### config.mk
export PLATFORM = sky130hd
export DESIGN_NAME = lane_error_counter
export DESIGN_NICKNAME = d
export VERILOG_FILES = /design/src/logic/lqt_pkg.sv /design/src/logic/lane_error_counter.sv
export SDC_FILE = /design/constraint.sdc
export NUM_CORES = 1
export LEC_CHECK = 0
export ABC_AREA = 1
export CAP_MARGIN = 20
export CORE_MARGIN = 4
export CORE_UTILIZATION = 50
export DETAILED_ROUTE_END_ITERATION = 8
export DONT_BUFFER_PORTS = 1
export GPL_TIMING_DRIVEN = 1
export HOLD_SLACK_MARGIN = 0.05
export PLACE_DENSITY = 0.68
export RECOVER_POWER = 50
export SETUP_SLACK_MARGIN = 0.3
export SLEW_MARGIN = 20
export SYNTH_ARGS = -nofsm -noshare
export SYNTH_HDL_FRONTEND = slang
export SYNTH_SLANG_ARGS = --single-unit
### constraint.sdc
create_clock -name clk_i -period 2.2 [get_ports clk_i]
set_input_delay 0.11 -clock clk_i [delete_from_list [all_inputs] [get_ports clk_i]]
set_output_delay 0.11 -clock clk_i [all_outputs]
set_load 0.005 [all_outputs]
### src/logic/lqt_pkg.sv
// package: address map, field layout and pattern codes for the link quality test block
package lqt_pkg;
    localparam int          ADDR_W            = 20;
    localparam int          CNT_W             = 15;
    localparam int          LANES             = 4;
    // sink_config_space addresses
    localparam logic [19:0] TRAIN_SET_ADDR    = 20'h0_0102;
    localparam logic [19:0] LANE0_COUNT_ADDR  = 20'h0_0210;
    localparam logic [19:0] LANE2_LOW_ADDR    = 20'h0_0214;
    localparam logic [19:0] LANE2_HIGH_ADDR   = 20'h0_0215;
    localparam logic [19:0] LANE3_LOW_ADDR    = 20'h0_0216;
    localparam logic [19:0] LANE3_HIGH_ADDR   = 20'h0_0217;
    localparam logic [19:0] TEST_RSVD_LO      = 20'h0_0218;
    localparam logic [19:0] TEST_RSVD_HI      = 20'h0_027F;
    localparam logic [19:0] PROT_LO           = 20'h8_0000;
    localparam logic [19:0] PROT_HI           = 20'h8_0FFF;
    localparam logic [19:0] REMOTE_LO         = 20'h8_1000;
    localparam logic [19:0] REMOTE_HI         = 20'h8_1FFF;
    // field layout
    localparam int          VALID_BIT         = 7;
    localparam int          QUAL_LSB          = 2;
    localparam logic [1:0]  QUAL_NONE         = 2'h0;
    localparam logic [1:0]  QUAL_NYQUIST      = 2'h1;
    localparam logic [1:0]  QUAL_SER          = 2'h2;
    localparam logic [7:0]  TRAIN_SET_RESET   = 8'h00;
    localparam logic [7:0]  SER_EXPECTED      = 8'h00;
    localparam logic [7:0]  READ_ZERO         = 8'h00;
    localparam logic [14:0] CNT_RESET         = 15'h0000;
endpackage

### src/logic/lane_error_counter.sv
// module: one lane's saturating symbol error counter with valid flag
`timescale 1ns/1ps
module lane_error_counter #(
    parameter int CNT_W = lqt_pkg::CNT_W
) (
    input  wire logic             clk_i,
    input  wire logic             rst_i,
    input  wire logic             restart_i,
    input  wire logic             measure_i,
    input  wire logic             sym_valid_i,
    input  wire logic             sym_ctrl_i,
    input  wire logic [7:0]       sym_data_i,
    input  wire logic             locked_i,
    output logic      [CNT_W-1:0] count_o,
    output logic                  valid_o
);
    initial begin
        if (CNT_W < 2 || CNT_W > 15) $error("CNT_W out of range");
    end

    logic [CNT_W-1:0] count_reg;
    logic             valid_reg;
    wire              sat      = &count_reg;
    // control symbols are framing, not payload, so they never count
    wire              mismatch = measure_i && locked_i && sym_valid_i && !sym_ctrl_i
                                 && (sym_data_i != lqt_pkg::SER_EXPECTED);

    always_ff @(posedge clk_i) begin
        if (rst_i || restart_i) begin
            count_reg <= '0;
        end else if (mismatch && !sat) begin
            count_reg <= count_reg + 1'b1;
        end
    end

    // the count only means something while measuring on a locked lane
    always_ff @(posedge clk_i) begin
        if (rst_i) begin
            valid_reg <= 1'b0;
        end else begin
            valid_reg <= measure_i && locked_i;
        end
    end

    assign count_o = count_reg;
    assign valid_o = valid_reg;
endmodule // lane_error_counter

==> flow_metrics.env, run 1 <==
export IMPL_syn_instance_count=154
export IMPL_ys_seq_elements=16
export IMPL_htreeDepth=1
export IMPL_grt_overflow=0
export IMPL_clock_path_buffers=2
export IMPL_comb_power_share_pct=5.0
export IMPL_dp_hpwl_mm=1.733
export IMPL_reg2reg_depth=9
export IMPL_seqPwrFrac_pct=62.8
export IMPL_post_cts_buffers=0
export IMPL_switching_power_uw=102.8
export IMPL_p_per_area_mw_per_mm2=420.8
export IMPL_synthArstFlopShare_pct=0
export IMPL_period_share_pct=79.43
export IMPL_drc=0
export IMPL_drv_slew=0
export IMPL_drt_wl_total_mm=2.261
export IMPL_rsz0062_at_grt="no"
export IMPL_fin_crit_ns=1.748
export IMPL_start_util_pct=52.65
export IMPL_clkPwrFrac_pct=32.1
export IMPL_hold_violations=0
export IMPL_place_gp_congestion=0.8260
export IMPL_viasPerCell=5.038
export IMPL_dieArea_sq_mm=0.002882
export IMPL_clk_latency_ns=0.28
export IMPL_synth_cell_types=22
export IMPL_ant_nets=0
export IMPL_first_pass_iters=4
export IMPL_final_core_util_pct=55.68
export IMPL_worstSetupPathType="register to register"
export IMPL_cts_sinks=16
export IMPL_diodes=0
export IMPL_cap_violations=0
export IMPL_netlist_area_sq_mm=0.001044
export IMPL_yosys_top_cells_area="dfxtp_1 31%, nand2_1 16%, nor2_1 8.6%"
export IMPL_slew_headroom_pct=60.94
export IMPL_synth_main_ff_cell="dfxtp_1"
export IMPL_clk_pin_slew_ns=0.09
export IMPL_cts_root_buf="clkbuf_4"
export IMPL_cts_resized=0
export IMPL_avgSynthCellArea_sq_um=6.776
export IMPL_drive_gt1_share_pct=21.66
export IMPL_row_count=16
export IMPL_ys_seq_area_share_pct=30.70
export IMPL_synth_top_area_cell="dfxtp_1"
export IMPL_hp_class="input pin to register"
export IMPL_synthMostInstantiatedCell="nand2_1"
export IMPL_cts_made_buffers=3
export IMPL_fillers=205
export IMPL_syn_to_final_growth_pct=5.756
export IMPL_drt_iter0_drc=13
export IMPL_cts_tree="yes"
export IMPL_ys_warnings_count=0
export IMPL_die_x_um=53.69
export IMPL_synth_top_cell_area_share_pct=30.70
export IMPL_synth_edf_count=0
export IMPL_setup_viol=0
export IMPL_switching_share_pct=22.14
export IMPL_fin_area_sq_mm=0.001104
export IMPL_io_pins=31
export IMPL_antenna_found_initial=0
export IMPL_ys_top_cells_by_count="44 x nand2_1, 24 x nor2_1, 16 x dfxtp_1"
export IMPL_wire_per_inst_um=12.29
export IMPL_dieHeight_um=53.69
export IMPL_holdPathStages=5
export IMPL_cp_max_fo=12
export IMPL_grt_pass1_wl_mm=3.815
export IMPL_status="finished, final reports clean"
export IMPL_design_core_area_sq_mm=0.001982
export IMPL_tightestPinTransition_ns=0.5852
export IMPL_grt_max_degree=15
export IMPL_fmax_mhz=572.2
export IMPL_place_area_sq_mm=0.001051
export IMPL_p_int_uw=361.6
export IMPL_tns_ns=0
export IMPL_ir_drop_uv=283.0
export IMPL_port_buffers=0
export IMPL_grt_pass1_vias=890
export IMPL_worstPathArrival_ns=1.96
export IMPL_grt_usage_pct=17.96
export IMPL_fin_nets=175
export IMPL_critPathLaunchType="register"
export IMPL_skew_ns=0.004544
export IMPL_required_ns=2.41
export IMPL_leakagePower_uw=0.0003605
export IMPL_dr_total_vias=927
export IMPL_endpoint_kind="register"
export IMPL_syn_num_nets=170
-- critical path, cell delays in order, from the launching register on --
cell and delay [ns]:
dfxtp_1 0.46, ha_1 0.31, nand2_2 0.10, nor2_4 0.14, nand2_4 0.09, clkinv_2 0.05
nand2_2 0.04, nand2_2 0.24, nand2_1 0.12, a21oi_2 0.14
-- layout make-up --
type                            instances  area (sq um)  share of cell area (%)
Multi-Input combinational cell        122         646.9                   58.62
Sequential cell                        16         320.3                   29.02
Timing Repair Buffer                    3         30.03                   2.721
Clock buffer                            3         22.52                   2.041
Tap cell                               27         33.78                   3.061
Inverter                               13         50.05                   4.535
-- repair_timing --
action / in CTS / in global routing
endpoints found under the hold margin: 2 / 0
setup endpoints to repair: 0 / 0
hold buffers: 3 / 0
-- sequential cells by signal (all words and copies together) (netlist names) --
| name | flops |
|---|---|
| valid_o | 1 |
| count_o | 15 |
-- logic make-up (layout without fill, tap and decap cells) --
kind of cell | count (synthesis) | after routing | synth area share, %
AOI/OAI and AO/OA | 16 | 16 | 11.27
DFF | 16 | 16 | 30.70
xor gates and xnor gates | 6 | 6 | 5.037
buffers and inverters | 16 | 19 | 7.313
and+or+nand+nor | 99 | 99 | 44.48
adders and majority gates | 1 | 1 | 1.199
-- layout by cell type (no fill, tap or decap) --
master / count
nor2_2: 1
a21oi_2: 10
dlygate4sd3_1: 3
nor2_4: 4
xnor2_1: 3
ha_1: 1
a21oi_1: 3
nand2_4: 1
inv_2: 3
nor3_1: 1
clkbuf_4: 3
o21ai_0: 3
nand3b_1: 1
nand4_1: 4
dfxtp_1: 16
nor2_1: 24
xor2_1: 3
clkinv_2: 1
inv_1: 9
nand3_1: 8
nand2_2: 11
nand2_1: 44
-- worst paths after layout --
path	from	end	slack, ns
setup / recovery	count_o[0]	count_o[7]	0.45
hold / removal	sym_ctrl_i	count_o[12]	0.15
setup reg to reg	count_o[0]	count_o[7]	0.45
hold reg to reg	count_o[14]	count_o[14]	0.49
-- metal layers --
layer	share of wire, %	up-vias	track usage (%)
met1	47	408	21.27
li1	-	494	-
met2	47	25	32.46
met3	6.0	0	3.324
met5	0	-	0
met4	0	0	5.106
-- power by group through the flow --
stage          clock network, uW  logic (uW)  registers, uW
2_1_floorplan                  0        17.6            298
3_3_place_gp                   0        19.0            299
3_5_place_dp                   0        19.6            299
4_1_cts                      153        23.7            292
5_1_grt                      170        26.2            292
6_report                     149        23.3            292
-- stage by stage --
stage / setup WS (ns) / power [uW] / std cells / hold slack [ns]
floorplan: 0.6678 / 315.9 / 154 / 0.1815
global placement: 0.5700 / 317.5 / 178 / 0.1829
detailed placement: 0.4693 / 318.2 / 178 / 0.1855
CTS: 0.4558 / 468.0 / 184 / 0.1543
global route: 0.3034 / 488.5 / 184 / 0.1804
finish: 0.4525 / 464.4 / 184 / 0.1519
(Power assumes the default switching activity.)
==> inputs of run 2 (changes only) <==
--- a/config.mk
+++ b/config.mk
@@ -5,7 +5,7 @@
 export SDC_FILE = /design/constraint.sdc
 export NUM_CORES = 1
 export LEC_CHECK = 0
-export ABC_AREA = 1
+export ABC_AREA = 0
 export CAP_MARGIN = 20
 export CORE_MARGIN = 4
 export CORE_UTILIZATION = 50
@@ -13,7 +13,7 @@
 export DONT_BUFFER_PORTS = 1
 export GPL_TIMING_DRIVEN = 1
 export HOLD_SLACK_MARGIN = 0.05
-export PLACE_DENSITY = 0.68
+export PLACE_DENSITY = 0.71
 export RECOVER_POWER = 50
 export SETUP_SLACK_MARGIN = 0.3
 export SLEW_MARGIN = 20
==> constraint.sdc (replaced) <==
create_clock -name clk_i -period 1.6 [get_ports clk_i]
set_input_delay 0.08 -clock clk_i [delete_from_list [all_inputs] [get_ports clk_i]]
set_output_delay 0.08 -clock clk_i [all_outputs]
set_load 0.005 [all_outputs]
==> run 2 against run 1 <==
Net effect: the run now ends with negative setup slack left; sequential power increased by 35%; register-to-register slack got worse by 0.53 ns; combinational power increased by 36%; clock-buffer cell count is the same; global-route usage up 7.1 points; sequential share of layout area shrank 3.6 points; total power up 43%; worst hold slack worse by 0.041 ns; highest routed layer is now met4; first-iteration DRC count increased to 4.3 times the previous value; via count up 16%; largest power group unchanged; non-clock buffer count grew 35; clock skew is 0.0028 ns higher.
==> flow_metrics.env, run 2 <==
export IMPL_cap_violations=0
export IMPL_io_pins=31
export IMPL_holdPathStages=2
export IMPL_design_core_area_sq_mm=0.001594
export IMPL_dieArea_sq_mm=0.002500
export IMPL_hold_violations=0
export IMPL_syn_num_nets=119
export IMPL_reg2reg_slack_ns=-0.08
export IMPL_synth_edf_count=0
export IMPL_clkPwrFrac_pct=35.9
export IMPL_cts_sinks=16
export IMPL_reg2reg_depth=5
export IMPL_ys_warnings_count=0
export IMPL_grt_usage_pct=25.09
export IMPL_clk_pin_slew_ns=0.11
export IMPL_place_gp_congestion=0.8731
export IMPL_critPathLaunchType="register"
export IMPL_synthMostInstantiatedCell="dfxtp_1"
export IMPL_worstReg2RegStart="count_o[1]"
export IMPL_hold_path_startpoint="rst_i"
export IMPL_htreeDepth=1
export IMPL_avgSynthCellArea_sq_um=8.564
export IMPL_switching_share_pct=25.16
export IMPL_viasPerCell=6.573
export IMPL_status="complete, but fails checks"
export IMPL_port_buffers=0
export IMPL_first_pass_iters=5
export IMPL_dp_hpwl_mm=2.028
export IMPL_ys_top_cells_by_count="16 x dfxtp_1, 12 x a21oi_1, 10 x or4_1"
export IMPL_final_cells=164
export IMPL_endpoint_kind="register"
export IMPL_drt_wl_total_mm=3.201
export IMPL_grt_max_degree=16
export IMPL_fin_nets=157
export IMPL_place_area_sq_mm=0.001164
export IMPL_fmax_mhz=594.5
export IMPL_netlist_area_sq_um=882.1
export IMPL_drc=0
export IMPL_worstPathArrival_ns=1.92
export IMPL_synth_top_cell_area_share_pct=36.31
export IMPL_route_met2_wl_mm=1.665
export IMPL_fin_area_sq_mm=0.001331
export IMPL_hold_end="count_o[9]"
export IMPL_synthArstFlopShare_pct=0
export IMPL_ys_seq_area_share_pct=36.31
export IMPL_hp_class="input pin to register"
export IMPL_ir_drop_uv=534.3
export IMPL_cts_made_buffers=3
export IMPL_fin_crit_ns=1.682
export IMPL_row_count=14
export IMPL_syn_to_final_growth_pct=50.92
export IMPL_wire_per_inst_um=19.52
export IMPL_drive_gt1_share_pct=45.71
export IMPL_ant_nets=0
export IMPL_drv_slew=0
export IMPL_rsz0062_at_grt="yes"
export IMPL_m1WireLength_mm=1.116
export IMPL_synth_cell_types=33
export IMPL_switching_power_uw=167.4
export IMPL_die_x_um=50
export IMPL_ys_seq_elements=16
export IMPL_seqPwrFrac_pct=59.4
export IMPL_top_layer="met4"
export IMPL_comb_power_share_pct=4.7
export IMPL_clock_path_buffers=2
export IMPL_holdWs_ns=0.1108
export IMPL_route_met3_wl_um=328
export IMPL_cts_root_buf="clkbuf_4"
export IMPL_grt_pass1_wl_mm=4.878
export IMPL_grt_pass1_vias=1071
export IMPL_violations="negative setup slack"
export IMPL_period_share_pct=105.1
export IMPL_grt_overflow=0
export IMPL_p_per_area_mw_per_mm2=499.8
export IMPL_r2r_end="count_o[6]"
export IMPL_final_common_cell="buf_4"
export IMPL_largest_reg_flops=15
export IMPL_required_ns=1.83
export IMPL_cp_max_fo=5
export IMPL_finalWorstSetupSlack_ns=-0.08219
export IMPL_syn_instance_count=103
export IMPL_dr_total_vias=1078
export IMPL_setup_viol=8
export IMPL_slew_headroom_pct=70.07
export IMPL_p_int_uw=498.0
export IMPL_antenna_found_initial=0
export IMPL_start_util_pct=55.34
export IMPL_cts_tree="yes"
export IMPL_leakagePower_uw=0.0005050
export IMPL_dieHeight_um=50
export IMPL_drt_iter0_drc=56
export IMPL_diodes=0
export IMPL_tightestPinTransition_ns=0.4490
export IMPL_layout_common_cells="31 x buf_4, 11 x a21oi_1, 8 x o31ai_1"
export IMPL_yosys_top_cells_area="dfxtp_1 36%, or4_1 8.5%, o31ai_1 7.7%"
export IMPL_worstSetupPathType="register to register"
export IMPL_skew_ns=0.007389
export IMPL_finalPower_uw=665.4
export IMPL_synth_top_area_cell="dfxtp_1"
export IMPL_synth_main_ff_cell="dfxtp_1"
export IMPL_place_inst=156
export IMPL_clk_latency_ns=0.31
run 2: cell families (layout without fill, tap and decap cells):
logic type | Yosys count | count (layout) | share of synthesized area (%)
AO/OA/AOI/OAI | 29 | 29 | 21.28
adder cells (fa/ha/maj) | 1 | 1 | 1.418
buffers and inverters | 7 | 44 | 4.396
flip-flops | 16 | 16 | 36.31
multiplexers | 1 | 1 | 1.135
AND/OR/NAND/NOR | 49 | 49 | 35.46
run 2: worst max-delay path: stages (launching register included):
cell and delay (ns):
dfxtp_4 0.37, ha_4 0.16, nand4_1 0.15, nor4_4 0.09, or4_2 0.63, a21oi_1 0.20
run 2: area by class of cell:
type | instances | area [sq um]
Clock inverter | 1 | 3.754
Inverter | 2 | 7.507
Tap cell | 24 | 30.03
Multi-Input combinational cell | 80 | 635.6
Timing Repair Buffer | 38 | 292.8
Fill cell | 91 | 262.8
Clock buffer | 3 | 22.52
Sequential cell | 16 | 339.1
run 2: stage by stage:
step                util, %  worst slack [ns]  setup TNS [ns]
floorplan                 -         -0.003309       -0.003309
global placement      73.00          -0.03501        -0.03947
detailed placement    73.00          -0.03977         -0.1616
CTS                   81.40          -0.01712        -0.01712
global route          83.52           -0.1504         -0.8562
finish                83.52          -0.08219         -0.2057
run 2: what timing repair did:
item / in CTS / in global routing
pin swaps: 13 / 7
setup buffers: 1 / 0
hold buffers: 3 / 0
endpoints found under the setup margin: 15 / 15
endpoints found under the hold margin: 3 / 0
resized for setup: 19 / 9
run 2: worst max-delay path by stage:
stage / startpoint / slack (ns) / to
after CTS: count_o[1] / -0.02 / count_o[10]
final: count_o[1] / -0.08 / count_o[6]
after global routing: count_o[0] / -0.15 / count_o[6]
after floorplan: count_o[1] / -0.003 / count_o[10]
after detailed placement: count_o[1] / -0.04 / count_o[11]
after global placement: count_o[1] / -0.04 / count_o[11]
run 2: metal layers:
| metal | global-route usage, % | vias to the layer above |
|---|---|---|
| met5 | 0 | - |
| met4 | 7.834 | 0 |
| met3 | 7.530 | 15 |
| met2 | 46.09 | 70 |
| met1 | 26.86 | 498 |
| li1 | - | 495 |
run 2: power groups by stage:
stage                     sequential [uW]  combinational, uW  clock [uW]
after floorplan                       406               16.2           0
after global placement                406               21.6           0
after detailed placement              406               22.3           0
after CTS                             397               29.8         233
after global routing                  396               34.3         252
final                                 395               31.6         239
